**src/rcu_map.svh**
```systemverilog
// register map, field positions, reset values and timing of the reset unit
`ifndef RCU_MAP_SVH
`define RCU_MAP_SVH

`define RCU_ADDR_W        8
`define RCU_CTRL_OFS      8'h00
`define RCU_STAT_OFS      8'h04
`define RCU_MODE_OFS      8'h08
`define RCU_IMR_OFS       8'h0C

`define RCU_CTRL_PROC_BIT 0
`define RCU_CTRL_PERI_BIT 2
`define RCU_CTRL_EXT_BIT  3

`define RCU_EV_LSB        0
`define RCU_EV_W          2
`define RCU_EV_USER       0
`define RCU_EV_SWDONE     1
`define RCU_CAUSE_LSB     8
`define RCU_CAUSE_W       3
`define RCU_PIN_BIT       16
`define RCU_BUSY_BIT      17

`define RCU_MODE_UEN_BIT  0
`define RCU_MODE_LEN_LSB  8
`define RCU_LEN_W         4

`define RCU_UEN_RST       1'h1
`define RCU_LEN_RST       4'h0
`define RCU_IMR_RST       2'h0
`define RCU_CAUSE_RST     3'h0
`define RCU_CAUSE_SW      3'h3
`define RCU_CAUSE_USER    3'h4

`define RCU_SYS_CLK_HZ    50000000
`define RCU_SLOW_CLK_HZ   32768
`define RCU_TRIG_DLY      2
`define RCU_STARTUP_CYC   3
`define RCU_CNT_W         17

`define RCU_RESP_OKAY     2'h0
`define RCU_RESP_DECERR   2'h3

`endif

```
**src/rcu_pkg.sv**
```systemverilog
// types shared by the reset unit
package rcu_pkg;
`include "rcu_map.svh"

    typedef enum logic [4:0] {
        ST_IDLE    = 5'h01,
        ST_UTRIG   = 5'h02,
        ST_UHOLD   = 5'h04,
        ST_STARTUP = 5'h08,
        ST_SWRST   = 5'h10
    } rcu_state_e;

    typedef struct packed {
        logic [`RCU_ADDR_W-1:0] addr;
        logic [31:0]            data;
        logic [3:0]             strb;
    } rcu_wreq_s;

    function automatic logic rcu_addr_ok(
        input logic [`RCU_ADDR_W-1:0] a
    );
        case (a)
            `RCU_CTRL_OFS, `RCU_STAT_OFS,
            `RCU_MODE_OFS, `RCU_IMR_OFS: rcu_addr_ok = 1'b1;
            default:                     rcu_addr_ok = 1'b0;
        endcase
    endfunction : rcu_addr_ok

endpackage : rcu_pkg

```
**src/rcu_sync2.sv**
```systemverilog
// two-flop synchroniser for one level
`timescale 1ns/1ns
module rcu_sync2
    import rcu_pkg::*;
#(
    parameter logic RST_VAL = 1'b1
) (
    input  wire logic i_sys_clk,
    input  wire logic i_rst_n,
    input  wire logic i_d,
    output logic      o_q
);
    logic meta;
    logic next_meta;
    logic next_q;

    always_comb begin
        next_meta = i_d;
        next_q    = meta;
    end

    always_ff @(posedge i_sys_clk or negedge i_rst_n) begin
        if (!i_rst_n) begin
            meta <= RST_VAL;
            o_q  <= RST_VAL;
        end else begin
            meta <= next_meta;
            o_q  <= next_q;
        end
    end
endmodule : rcu_sync2

```
**src/rcu_axil.sv**
```systemverilog
// axi4-lite slave front end of the reset unit
`timescale 1ns/1ns
`include "rcu_map.svh"
module rcu_axil
    import rcu_pkg::*;
(
    input  wire logic                   i_sys_clk,
    input  wire logic                   i_rst_n,
    input  wire logic [`RCU_ADDR_W-1:0] i_awaddr,
    input  wire logic                   i_awvalid,
    output logic                        o_awready,
    input  wire logic [31:0]            i_wdata,
    input  wire logic [3:0]             i_wstrb,
    input  wire logic                   i_wvalid,
    output logic                        o_wready,
    output logic [1:0]                  o_bresp,
    output logic                        o_bvalid,
    input  wire logic                   i_bready,
    input  wire logic [`RCU_ADDR_W-1:0] i_araddr,
    input  wire logic                   i_arvalid,
    output logic                        o_arready,
    output logic [31:0]                 o_rdata,
    output logic [1:0]                  o_rresp,
    output logic                        o_rvalid,
    input  wire logic                   i_rready,
    output rcu_wreq_s                   o_wreq,
    output logic                        o_wr_en,
    output logic                        o_rd_en,
    output logic [`RCU_ADDR_W-1:0]      o_rd_addr,
    input  wire logic [31:0]            i_rd_data
);
    logic                   aw_full, w_full;
    logic                   next_aw_full, next_w_full;
    logic                   next_awready, next_wready, next_arready;
    logic                   next_bvalid, next_rvalid;
    logic [1:0]             next_bresp, next_rresp;
    logic [31:0]            next_rdata;
    rcu_wreq_s              next_wreq;
    logic                   next_wr_en, next_rd_en;
    logic [`RCU_ADDR_W-1:0] next_rd_addr;

    always_comb begin
        next_aw_full = aw_full;
        next_w_full  = w_full;
        next_awready = o_awready;
        next_wready  = o_wready;
        next_arready = o_arready;
        next_bvalid  = o_bvalid;
        next_bresp   = o_bresp;
        next_rvalid  = o_rvalid;
        next_rresp   = o_rresp;
        next_rdata   = o_rdata;
        next_wreq    = o_wreq;
        next_rd_addr = o_rd_addr;
        next_wr_en   = 1'b0;
        next_rd_en   = 1'b0;
        // address and data taken in either order
        if (i_awvalid && o_awready) begin
            next_wreq.addr = i_awaddr;
            next_aw_full   = 1'b1;
            next_awready   = 1'b0;
        end
        if (i_wvalid && o_wready) begin
            next_wreq.data = i_wdata;
            next_wreq.strb = i_wstrb;
            next_w_full    = 1'b1;
            next_wready    = 1'b0;
        end
        if (aw_full && w_full) begin
            next_wr_en   = 1'b1;
            next_bvalid  = 1'b1;
            next_bresp   = rcu_addr_ok(o_wreq.addr) ? `RCU_RESP_OKAY
                                                    : `RCU_RESP_DECERR;
            next_aw_full = 1'b0;
            next_w_full  = 1'b0;
        end
        if (o_bvalid && i_bready) begin
            next_bvalid  = 1'b0;
            next_awready = 1'b1;
            next_wready  = 1'b1;
        end
        // read: address taken, data captured one cycle later
        if (i_arvalid && o_arready) begin
            next_arready = 1'b0;
            next_rd_en   = 1'b1;
            next_rd_addr = i_araddr;
        end
        if (o_rd_en) begin
            next_rvalid = 1'b1;
            if (rcu_addr_ok(o_rd_addr)) begin
                next_rdata = i_rd_data;
                next_rresp = `RCU_RESP_OKAY;
            end else begin
                next_rdata = 32'h0000_0000;
                next_rresp = `RCU_RESP_DECERR;
            end
        end
        if (o_rvalid && i_rready) begin
            next_rvalid  = 1'b0;
            next_arready = 1'b1;
        end
    end

    always_ff @(posedge i_sys_clk or negedge i_rst_n) begin
        if (!i_rst_n) begin
            aw_full   <= 1'b0;
            w_full    <= 1'b0;
            o_awready <= 1'b1;
            o_wready  <= 1'b1;
            o_arready <= 1'b1;
            o_bvalid  <= 1'b0;
            o_bresp   <= `RCU_RESP_OKAY;
            o_rvalid  <= 1'b0;
            o_rresp   <= `RCU_RESP_OKAY;
            o_rdata   <= 32'h0000_0000;
            o_wreq    <= '0;
            o_wr_en   <= 1'b0;
            o_rd_en   <= 1'b0;
            o_rd_addr <= '0;
        end else begin
            aw_full   <= next_aw_full;
            w_full    <= next_w_full;
            o_awready <= next_awready;
            o_wready  <= next_wready;
            o_arready <= next_arready;
            o_bvalid  <= next_bvalid;
            o_bresp   <= next_bresp;
            o_rvalid  <= next_rvalid;
            o_rresp   <= next_rresp;
            o_rdata   <= next_rdata;
            o_wreq    <= next_wreq;
            o_wr_en   <= next_wr_en;
            o_rd_en   <= next_rd_en;
            o_rd_addr <= next_rd_addr;
        end
    end
endmodule : rcu_axil

```
**src/rcu_top.sv**
```systemverilog
// reset unit: software reset, user reset and reset pin manager
//
// Design decisions made here: the register addresses and the AXI4-Lite interface to the registers.
`timescale 1ns/1ns
`include "rcu_map.svh"
module rcu_top
    import rcu_pkg::*;
#(
    parameter int SLOW_DIV = `RCU_SYS_CLK_HZ / `RCU_SLOW_CLK_HZ
) (
    input  wire logic                   i_sys_clk,
    input  wire logic                   i_rst_n,
    input  wire logic [`RCU_ADDR_W-1:0] i_s_axi_awaddr,
    input  wire logic                   i_s_axi_awvalid,
    output logic                        o_s_axi_awready,
    input  wire logic [31:0]            i_s_axi_wdata,
    input  wire logic [3:0]             i_s_axi_wstrb,
    input  wire logic                   i_s_axi_wvalid,
    output logic                        o_s_axi_wready,
    output logic [1:0]                  o_s_axi_bresp,
    output logic                        o_s_axi_bvalid,
    input  wire logic                   i_s_axi_bready,
    input  wire logic [`RCU_ADDR_W-1:0] i_s_axi_araddr,
    input  wire logic                   i_s_axi_arvalid,
    output logic                        o_s_axi_arready,
    output logic [31:0]                 o_s_axi_rdata,
    output logic [1:0]                  o_s_axi_rresp,
    output logic                        o_s_axi_rvalid,
    input  wire logic                   i_s_axi_rready,
    input  wire logic                   i_reset_pin_n,
    output logic                        o_reset_pin_n,
    output logic                        o_reset_pin_oe,
    output logic                        o_proc_rst_n,
    output logic                        o_periph_rst_n,
    output logic                        o_proc_clk_en,
    output logic                        o_irq
);
    localparam int CNT_W = `RCU_CNT_W;
    localparam int DIV_W = $clog2(SLOW_DIV + 1);
    localparam logic [CNT_W-1:0] TRIG_CNT  = CNT_W'(`RCU_TRIG_DLY);
    localparam logic [CNT_W-1:0] START_CNT = CNT_W'(`RCU_STARTUP_CYC);
    localparam logic [CNT_W-1:0] ONE       = CNT_W'(1);

    function automatic logic [CNT_W-1:0] len_cycles(
        input logic [`RCU_LEN_W-1:0] l
    );
        len_cycles = ONE << ({1'b0, l} + 5'h01);
    endfunction : len_cycles

    rcu_wreq_s              wreq;
    logic                   wr_en, rd_en;
    logic [`RCU_ADDR_W-1:0] rd_addr;
    logic [31:0]            rd_data;
    logic                   pin_sync;

    // slow clock tick
    logic [DIV_W-1:0] div_cnt, next_div_cnt;
    logic             tick, next_tick;

    // configuration
    logic                  uen, next_uen;
    logic [`RCU_LEN_W-1:0] len, next_len;
    logic [`RCU_EV_W-1:0]  imr, next_imr;

    // sequencer
    rcu_state_e               state, next_state;
    logic [CNT_W-1:0]         cnt, next_cnt;
    logic [CNT_W-1:0]         drv_cnt, next_drv_cnt;
    logic [1:0]               pin_smp, next_pin_smp;
    logic                     proc_rst_n, next_proc_rst_n;
    logic                     peri_rst_n, next_peri_rst_n;
    logic                     clk_en, next_clk_en;
    logic                     drv_oe, next_drv_oe;
    logic                     pin_lvl, next_pin_lvl;
    logic                     guard, next_guard;
    logic                     busy, next_busy;
    logic                     sw_proc, next_sw_proc;
    logic                     sw_ext, next_sw_ext;
    logic [`RCU_CAUSE_W-1:0]  cause, next_cause;
    logic [`RCU_EV_W-1:0]     ev, next_ev;
    logic [`RCU_EV_W-1:0]     ev_set, ev_clr;
    logic                     irq, next_irq;

    logic pin_high;
    logic wr_ctrl, wr_mode, wr_imr;
    logic cmd_proc, cmd_peri, cmd_ext;

    rcu_axil u_axil (
        .i_sys_clk (i_sys_clk),
        .i_rst_n   (i_rst_n),
        .i_awaddr  (i_s_axi_awaddr),
        .i_awvalid (i_s_axi_awvalid),
        .o_awready (o_s_axi_awready),
        .i_wdata   (i_s_axi_wdata),
        .i_wstrb   (i_s_axi_wstrb),
        .i_wvalid  (i_s_axi_wvalid),
        .o_wready  (o_s_axi_wready),
        .o_bresp   (o_s_axi_bresp),
        .o_bvalid  (o_s_axi_bvalid),
        .i_bready  (i_s_axi_bready),
        .i_araddr  (i_s_axi_araddr),
        .i_arvalid (i_s_axi_arvalid),
        .o_arready (o_s_axi_arready),
        .o_rdata   (o_s_axi_rdata),
        .o_rresp   (o_s_axi_rresp),
        .o_rvalid  (o_s_axi_rvalid),
        .i_rready  (i_s_axi_rready),
        .o_wreq    (wreq),
        .o_wr_en   (wr_en),
        .o_rd_en   (rd_en),
        .o_rd_addr (rd_addr),
        .i_rd_data (rd_data)
    );

    rcu_sync2 #(
        .RST_VAL (1'b1)
    ) u_pin_sync (
        .i_sys_clk (i_sys_clk),
        .i_rst_n   (i_rst_n),
        .i_d       (i_reset_pin_n),
        .o_q       (pin_sync)
    );

    assign pin_high = &pin_smp;
    assign wr_ctrl  = wr_en && (wreq.addr == `RCU_CTRL_OFS) && wreq.strb[0];
    assign wr_mode  = wr_en && (wreq.addr == `RCU_MODE_OFS);
    assign wr_imr   = wr_en && (wreq.addr == `RCU_IMR_OFS) && wreq.strb[0];
    assign cmd_proc = wreq.data[`RCU_CTRL_PROC_BIT];
    assign cmd_peri = wreq.data[`RCU_CTRL_PERI_BIT];
    assign cmd_ext  = wreq.data[`RCU_CTRL_EXT_BIT];
    assign ev_clr   = (rd_en && (rd_addr == `RCU_STAT_OFS)) ? '1 : '0;

    // slow clock tick divider
    always_comb begin
        next_tick    = 1'b0;
        next_div_cnt = div_cnt + DIV_W'(1);
        if (div_cnt == DIV_W'(SLOW_DIV - 1)) begin
            next_div_cnt = '0;
            next_tick    = 1'b1;
        end
    end

    always_ff @(posedge i_sys_clk or negedge i_rst_n) begin
        if (!i_rst_n) begin
            div_cnt <= '0;
            tick    <= 1'b0;
        end else begin
            div_cnt <= next_div_cnt;
            tick    <= next_tick;
        end
    end

    // mode and mask registers
    always_comb begin
        next_uen = uen;
        next_len = len;
        next_imr = imr;
        if (wr_mode && wreq.strb[0]) begin
            next_uen = wreq.data[`RCU_MODE_UEN_BIT];
        end
        if (wr_mode && wreq.strb[1]) begin
            next_len = wreq.data[`RCU_MODE_LEN_LSB +: `RCU_LEN_W];
        end
        if (wr_imr) begin
            next_imr = wreq.data[`RCU_EV_LSB +: `RCU_EV_W];
        end
    end

    always_ff @(posedge i_sys_clk or negedge i_rst_n) begin
        if (!i_rst_n) begin
            uen <= `RCU_UEN_RST;
            len <= `RCU_LEN_RST;
            imr <= `RCU_IMR_RST;
        end else begin
            uen <= next_uen;
            len <= next_len;
            imr <= next_imr;
        end
    end

    // reset sequencer
    always_comb begin
        next_state      = state;
        next_cnt        = cnt;
        next_drv_cnt    = drv_cnt;
        next_pin_smp    = pin_smp;
        next_proc_rst_n = proc_rst_n;
        next_peri_rst_n = peri_rst_n;
        next_clk_en     = clk_en;
        next_drv_oe     = drv_oe;
        next_pin_lvl    = 1'b0;
        next_guard      = guard;
        next_busy       = busy;
        next_sw_proc    = sw_proc;
        next_sw_ext     = sw_ext;
        next_cause      = cause;
        ev_set          = '0;
        if (tick) begin
            next_pin_smp = {pin_smp[0], pin_sync};
        end
        if (tick && drv_oe) begin
            next_drv_cnt = drv_cnt - ONE;
            if (drv_cnt <= ONE) begin
                next_drv_oe = 1'b0;
            end
        end
        if (tick && !drv_oe && pin_high) begin
            next_guard = 1'b0;
        end
        case (state)
            ST_IDLE: begin
                if (wr_ctrl && !busy
                        && (cmd_proc || cmd_peri || cmd_ext)) begin
                    next_state   = ST_SWRST;
                    next_busy    = 1'b1;
                    next_cnt     = START_CNT;
                    next_sw_proc = cmd_proc;
                    next_sw_ext  = cmd_ext;
                    if (cmd_proc) begin
                        next_proc_rst_n = 1'b0;
                    end
                    if (cmd_peri) begin
                        next_peri_rst_n = 1'b0;
                    end
                    if (cmd_ext) begin
                        next_drv_oe  = 1'b1;
                        next_drv_cnt = len_cycles(len);
                        next_guard   = 1'b1;
                    end
                end else if (tick && !pin_sync && uen
                             && !guard && !drv_oe) begin
                    next_state = ST_UTRIG;
                    next_cnt   = TRIG_CNT;
                end
            end
            ST_UTRIG: begin
                if (tick) begin
                    next_cnt = cnt - ONE;
                    if (cnt <= ONE) begin
                        next_proc_rst_n = 1'b0;
                        next_peri_rst_n = 1'b0;
                        next_clk_en     = 1'b0;
                        next_state      = ST_UHOLD;
                    end
                end
            end
            ST_UHOLD: begin
                if (tick && pin_high) begin
                    next_clk_en = 1'b1;
                    next_cnt    = START_CNT;
                    next_state  = ST_STARTUP;
                end
            end
            ST_STARTUP: begin
                if (tick) begin
                    next_cnt = cnt - ONE;
                    if (cnt <= ONE) begin
                        next_proc_rst_n = 1'b1;
                        next_peri_rst_n = 1'b1;
                        next_cause      = `RCU_CAUSE_USER;
                        ev_set[`RCU_EV_USER] = 1'b1;
                        next_state      = ST_IDLE;
                    end
                end
            end
            ST_SWRST: begin
                if (tick) begin
                    if (cnt > ONE) begin
                        next_cnt = cnt - ONE;
                    end else if (!drv_oe && (pin_high || !sw_ext)) begin
                        next_proc_rst_n = 1'b1;
                        next_peri_rst_n = 1'b1;
                        next_busy       = 1'b0;
                        ev_set[`RCU_EV_SWDONE] = 1'b1;
                        if (sw_proc) begin
                            next_cause = `RCU_CAUSE_SW;
                        end
                        next_state = ST_IDLE;
                    end
                end
            end
            default: begin
                next_state = ST_IDLE;
            end
        endcase
        next_ev  = (ev & ~ev_clr) | ev_set;
        next_irq = |(next_ev & next_imr);
    end

    always_ff @(posedge i_sys_clk or negedge i_rst_n) begin
        if (!i_rst_n) begin
            state      <= ST_IDLE;
            cnt        <= '0;
            drv_cnt    <= '0;
            pin_smp    <= 2'h3;
            proc_rst_n <= 1'b1;
            peri_rst_n <= 1'b1;
            clk_en     <= 1'b1;
            drv_oe     <= 1'b0;
            pin_lvl    <= 1'b0;
            guard      <= 1'b0;
            busy       <= 1'b0;
            sw_proc    <= 1'b0;
            sw_ext     <= 1'b0;
            cause      <= `RCU_CAUSE_RST;
            ev         <= '0;
            irq        <= 1'b0;
        end else begin
            state      <= next_state;
            cnt        <= next_cnt;
            drv_cnt    <= next_drv_cnt;
            pin_smp    <= next_pin_smp;
            proc_rst_n <= next_proc_rst_n;
            peri_rst_n <= next_peri_rst_n;
            clk_en     <= next_clk_en;
            drv_oe     <= next_drv_oe;
            pin_lvl    <= next_pin_lvl;
            guard      <= next_guard;
            busy       <= next_busy;
            sw_proc    <= next_sw_proc;
            sw_ext     <= next_sw_ext;
            cause      <= next_cause;
            ev         <= next_ev;
            irq        <= next_irq;
        end
    end

    // register read mux
    always_comb begin
        rd_data = 32'h0000_0000;
        case (rd_addr)
            `RCU_STAT_OFS: begin
                rd_data[`RCU_EV_LSB +: `RCU_EV_W]       = ev;
                rd_data[`RCU_CAUSE_LSB +: `RCU_CAUSE_W] = cause;
                rd_data[`RCU_PIN_BIT]                   = pin_high;
                rd_data[`RCU_BUSY_BIT]                  = busy;
            end
            `RCU_MODE_OFS: begin
                rd_data[`RCU_MODE_UEN_BIT]                 = uen;
                rd_data[`RCU_MODE_LEN_LSB +: `RCU_LEN_W] = len;
            end
            `RCU_IMR_OFS: begin
                rd_data[`RCU_EV_LSB +: `RCU_EV_W] = imr;
            end
            default: begin
                rd_data = 32'h0000_0000;
            end
        endcase
    end

    assign o_reset_pin_n  = pin_lvl;
    assign o_reset_pin_oe = drv_oe;
    assign o_proc_rst_n   = proc_rst_n;
    assign o_periph_rst_n = peri_rst_n;
    assign o_proc_clk_en  = clk_en;
    assign o_irq          = irq;
endmodule : rcu_top

```
**config.mk**
```make
export PLATFORM = sky130hd
export DESIGN_NAME = rcu_top
export DESIGN_NICKNAME = d
export VERILOG_FILES = /design/src/rcu_pkg.sv /design/src/rcu_sync2.sv /design/src/rcu_axil.sv /design/src/rcu_top.sv
export VERILOG_INCLUDE_DIRS = /design/src
export SDC_FILE = /design/constraint.sdc
export NUM_CORES = 1
export LEC_CHECK = 0
export ABC_CLOCK_PERIOD_IN_PS = 2500
export BUFFER_PORTS_ARGS = -buffer_cell sky130_fd_sc_hd__buf_2
export CAP_MARGIN = 10
export CELL_PAD_IN_SITES_DETAIL_PLACEMENT = 1
export CELL_PAD_IN_SITES_GLOBAL_PLACEMENT = 1
export CORE_ASPECT_RATIO = 0.8
export CORE_UTILIZATION = 43
export DETAILED_ROUTE_END_ITERATION = 7
export PLACE_DENSITY = 0.9
export SYNTH_ARGS = -nofsm -noshare
export SYNTH_HDL_FRONTEND = slang
export SYNTH_SLANG_ARGS = --single-unit
```
**constraint.sdc**
```tcl
create_clock -name i_sys_clk -period 2.5 [get_ports i_sys_clk]
set_input_delay 0.375 -clock i_sys_clk [delete_from_list [all_inputs] [get_ports i_sys_clk]]
set_output_delay 0.375 -clock i_sys_clk [all_outputs]
set_load 0.1 [all_outputs]
```
* Word level (Yosys, flattened, before mapping)
Cells that the tools add are included.
Storage, ports and cells: register bits 151, latch bits 0, memory bits (writable) 0, memory bits (read-only) 0, word-level logic and storage cells 234, memories 0
Cells by class: add/subtract/negate cells 4, multipliers 0, div/mod/pow operators 0, magnitude comparators 3, equality and inequality tests 27, shifts and indexed selects 1, multiplexer cells 97, bitwise gates (word level) 4, reductions and logical operators 60
Operators by type and width (count):
- 2-to-1 mux 17 bit | 10
- one-hot mux 17 bit (4 select lines) | 1
- 2-to-1 mux 1 bit | 54
- 2-to-1 mux 5 bit | 10
- less-or-equal comparator 17 x 1 -> 1 bit, second input constant | 2
- subtractor 17 x 1 -> 17 bit, second input constant | 2
- == test 8 x 4 -> 1 bit, second input constant | 4
- logical AND 1 bit | 25
- one-hot mux 5 bit (5 select lines) | 1
- inequality test 2 bit, second input constant | 11
- AND reduction 10 bit | 2
- nonzero test 2 bit | 10
- 2-to-1 mux 18 bit | 1
- 2-to-1 mux 3 bit | 6
- > comparator 17 x 1 -> 1 bit, second input constant | 1
- << shifter 1 x 5 -> 17 bit, first input constant | 1
- == test 8 x 3 -> 1 bit, second input constant | 2
- zero test 8 bit | 2
- one-hot mux 3 bit (2 select lines) | 2
- adder 11 x 1 -> 11 bit, second input constant | 1
- == test 11 bit, second input constant | 1
- 2-to-1 mux 11 bit | 1
- 2-to-1 mux 2 bit | 5
- AND reduction 9 bit | 1
- 24 further kinds | 40

* Longest topological paths before layout
depth in word-level cells 10, mapped depth 10, gate-level depth less buffers 8

* Hierarchy
From an unflattened synthesis, not the netlist that was laid out.
Unflattened totals: cells, all modules 685, area total of the unflattened synthesis 7881.3 um2
Modules (own cells, without submodules):
- rcu_top | instances 1, cells each 461, area each 4287.9 um2, sequential area each 1835.5 um2
- rcu_axil | instances 1, cells each 222, area each 3540.9 um2, sequential area each 2381.0 um2
- rcu_sync2 | instances 1, cells each 2, area each 52.6 um2, sequential area each 52.6 um2

* Least setup slack after synthesis
Ideal clock, no wire load.
path type reg-to-reg, from reg drv_oe, in the netlist o_reset_pin_oe, to reg cause[1], library setup time 0.124 ns, arrival time 2.374 ns, data required time 2.376 ns, path slack 0.002 ns, cell stages (with the launch flop) 6, clock period less this slack 2.498 ns, path through dfrtp_1 nor4b_1 a221oi_1 or4_4 buf_6 a211o_1
Between the ends: longest elaborated chain between the ends 4
Ends and longest elaborated chain:
- start: declaration | line rcu_top.sv:73 | logic drv_oe, next_drv_oe;
- start signal: assignment | line rcu_top.sv:316 | drv_oe <= next_drv_oe;
- zero test 1 bit | line rcu_top.sv:270 | end else if (!drv_oe && (pin_high || !sw_ext)) begin
- logical AND 1 bit | line rcu_top.sv:270
- inequality test 2 bit (no line)
- AND reduction 7 bit (no line)
- end signal: assignment | line rcu_top.sv:305 | cause <= `RCU_CAUSE_RST;
- end signal: assignment | line rcu_top.sv:322 | cause <= next_cause;
- end: declaration | line rcu_top.sv:79 | logic [`RCU_CAUSE_W-1:0] cause, next_cause;
No other way between the ends. A chain may end at the register's enable or synchronous reset.

* Worst setup path after layout
from reg cnt[12], to reg cause[1]
Between the ends: longest elaborated chain between the ends 3, elaborated cells between the ends (all ways) 5, those cells by class order compare: 2; eq/ne: 2; reduce/logical: 1
Ends and longest elaborated chain:
- start: declaration | line rcu_top.sv:67 | logic [CNT_W-1:0] cnt, next_cnt;
- start signal: assignment | line rcu_top.sv:310 | cnt <= next_cnt;
- > comparator 17 x 1 -> 1 bit or less-or-equal comparator 17 x 1 -> 1 bit (tied branches) | line rcu_top.sv:268, rcu_top.sv:257
- inequality test 2 bit (no line)
- AND reduction 7 bit (no line) (*)
Every way passes the cells marked *; elsewhere a longest branch is shown, timed or not.

==> metrics <==
CTS Sinks 120; Critical Path Sink Type flop; reg2reg end cause[1]$_DFFE_PN0P_; vias in the first global route 5134; CTS clk-pin slew, worst paths 0.06 ns; Worst setup SP type flop; Net Sw Frac 40.24%; accumulated negative setup slack 0 ns; Seq/Total Area, Yosys 51.66%; nets 698; DRC viols 0; PnR Total Power 7473 uW; Initial Util 44.75%; IO Pins 107; largest family of logic cells by synthesized area simple AND/OR/NAND/NOR gates; first-pass GRT wire length 28710 um; DR iter-0 viols 313; Worst setup startpoint cnt[12]$_DFFE_PN0P_; ratio of cells with drive above 1 in the final layout 25.89%; IO Port Bufs 55; TritonCTS clock tree built; final hold vios 0; post-DR wirelength/cell 21.48 um; Synth area leaders dfrtp_1 46%, mux2_2 7.3%, dfstp_2 5.4%; WL met2 9142 um; maximum clock path buffer count 2; fmax 0.4133 GHz; Core Util, Final 52.96%; Vias 4730; Max Cap Viol 0; Critical R2R Launch cnt[12]$_DFFE_PN0P_; Worst Hold Class in2reg; skew final 0.009160 ns; synth warn 0; clock share of power 33.0%; Power Internal 4466 uW; Post-Synth XOR/XNOR Area 3.898%; total track usage 27.04%; Core Rows 37; reg2reg path depth 5; most frequent cells in the layout 108 x dfrtp_1, 54 x buf_2, 44 x nor2_1; Lkg Pwr 0.003199 uW; core footprint 13060 sq um; DIE WIDTH 132.3 um; cts bufs inserted 17; commonest non-fill, non-tap cell in the layout dfrtp_1; DP Wirelength 10930 um; area leader, netlist dfrtp_1; initial antenna violation count 0; Final ANT Viol Nets 0; r2r setup slk 0.08 ns; worst endpoint data arrival time 2.73 ns; Post-Route WL 17620 um; global route overflow 0; maximum fanout along the worst path 11; Critical Path Sink cause[1]$_DFFE_PN0P_; Yosys top cell area share 46.26%; Post-Synth Simple-Gate Area 17.03%; status complete, no violations; RSZ-0062 raised after global routing no; peak supply drop 0.001178 V; post-synthesis cell type count 66; Flop pwr share 36.4%; Final min period 2.420 ns; Vias/cell 5.768; ant diodes 0; Post-Synthesis Cells 560; Synth Area in Adders 1.285%; Switch Pwr 3007 uW; metal3 WL 836 um; post-synthesis compound-gate area fraction 11.93%; mapped cell area 5842 sq um; async set or reset register ratio after synthesis 100.0%; mux cell area share after synthesis 7.496%; Worst Max-Slew Pin Slew 0.9337 ns; worst path required time 2.81 ns; Die H 106.3 um; Comb pwr share 30.6%; Synth-to-Final Area Change 18.36%; gpl congestion 0.8440; kind of critical path reg2reg; Final period util 96.79%; CTS Root Cell clkbuf_16; Synth Register Bits 120; worst-skew pair later-pin latency 0.43 ns; M1 WL 7236 um; First-pass DRT Iterations 5; Pwr Density 1081 nW/um^2; Clock H-tree levels 4; Final Max Tran Viols 0; hold slack 0.05626 ns; number of flops mapped to enable cells by yosys 0; setup violators final 0; die area 14060 sq um; Post-synth top flop dfrtp_1; largest net degree at the start of global routing 52; Syn Area/Cell 10.43 sq um; top routing layer in use met4; max_slew headroom 37.18%
==> how the worst min path moves through the flow <==
stage                   from                             to  slack [ns]  depth (start not counted)
6_report       i_reset_pin_n      u_pin_sync.meta$_DFF_PN1_        0.06                          1
5_1_grt        i_reset_pin_n      u_pin_sync.meta$_DFF_PN1_        0.04                          1
4_1_cts        i_reset_pin_n      u_pin_sync.meta$_DFF_PN1_        0.04                          1
3_5_place_dp         i_rst_n  u_axil.o_wreq[36]$_DFFE_PN0P_        0.32                          1
3_3_place_gp         i_rst_n  u_axil.o_wreq[37]$_DFFE_PN0P_        0.31                          1
2_1_floorplan        i_rst_n               busy$_DFFE_PN0P_        0.08                          0
==> per-layer routing <==
metal  vias up  global-route usage (%)
li1       2087                       -
met1      2419                   31.89
met2       184                   48.07
met3        40                   6.581
met4         0                   9.852
met5         -                       0
==> what timing repair did <==
| action | CTS | global route |
|---|---|---|
| hold endpoints to repair | 23 | 0 |
| hold buffers | 1 | 0 |
| endpoints found under the setup margin | 0 | 8 |
| buffers inserted | 0 | 1 |
| gates resized for setup | 0 | 2 |
==> synthesized netlist by cell type (12+ instances only) <==
cell type and count:
mux2_2 38, nand4_1 12, xor2_1 12, nand2_1 33
inv_1 23, nor2b_1 13, o21ai_0 43, buf_4 27
dfrtp_1 108, nor2_1 44, xnor2_1 14, nand3_1 31
dfstp_2 12
==> cell families after synthesis <==
group	after synthesis
simple gates	188
flops	120
compound gates	109
buf+inv	71
mux	39
xor+xnor	26
fa+ha+maj	6
other cells	1
==> per-stage QoR <==
| stage | worst slack, ns | cell area (sq um) | cells |
|---|---|---|---|
| CTS | 0.06865 | 6902 | 819 |
| detailed placement | 0.1280 | 6315 | 786 |
| finish | 0.08030 | 6914 | 820 |
| global route | 0.001257 | 6914 | 820 |
| global placement | 0.1843 | 6315 | 786 |
| floorplan | 0.001711 | 5932 | 584 |
==> registers in the layout, summed over array words and instances (netlist names), 2 cells and up <==
| signal | flops |
|---|---|
| u_axil.o_rdata | 8 |
| u_axil.o_wreq | 18 |
| cause | 2 |
| len | 4 |
| cnt | 17 |
| drv_cnt | 17 |
| state | 5 |
| div_cnt | 11 |
| ev | 2 |
| pin_smp | 2 |
| u_axil.o_rd_addr | 8 |
| imr | 2 |
==> cell type report <==
class,instances,area [sq um]
inverters,23,86.33
clock buffers,17,425.4
well taps,175,219.0
fillers,1454,6141
repair buffers,77,486.7
flip-flops and latches,120,3018
multi-input cells,393,2527
clock inverters,15,151.4
==> critical path: stages (launching register included) <==
cell	delay (ns)
dfrtp_1	0.41
or4_1	0.57
and4b_2	0.38
a21oi_2	0.09
or4_4	0.53
a211o_1	0.32
==> power by group through the flow <==
stage | logic, uW | registers, uW | clock network (uW)
3_3_place_gp | 2110 | 2650 | 0
2_1_floorplan | 1400 | 2960 | 0
3_5_place_dp | 2210 | 2700 | 0
6_report | 2290 | 2720 | 2470
5_1_grt | 2440 | 2750 | 2570
4_1_cts | 2280 | 2700 | 2490
No activity file was read; power rests on OpenSTA's default activity.
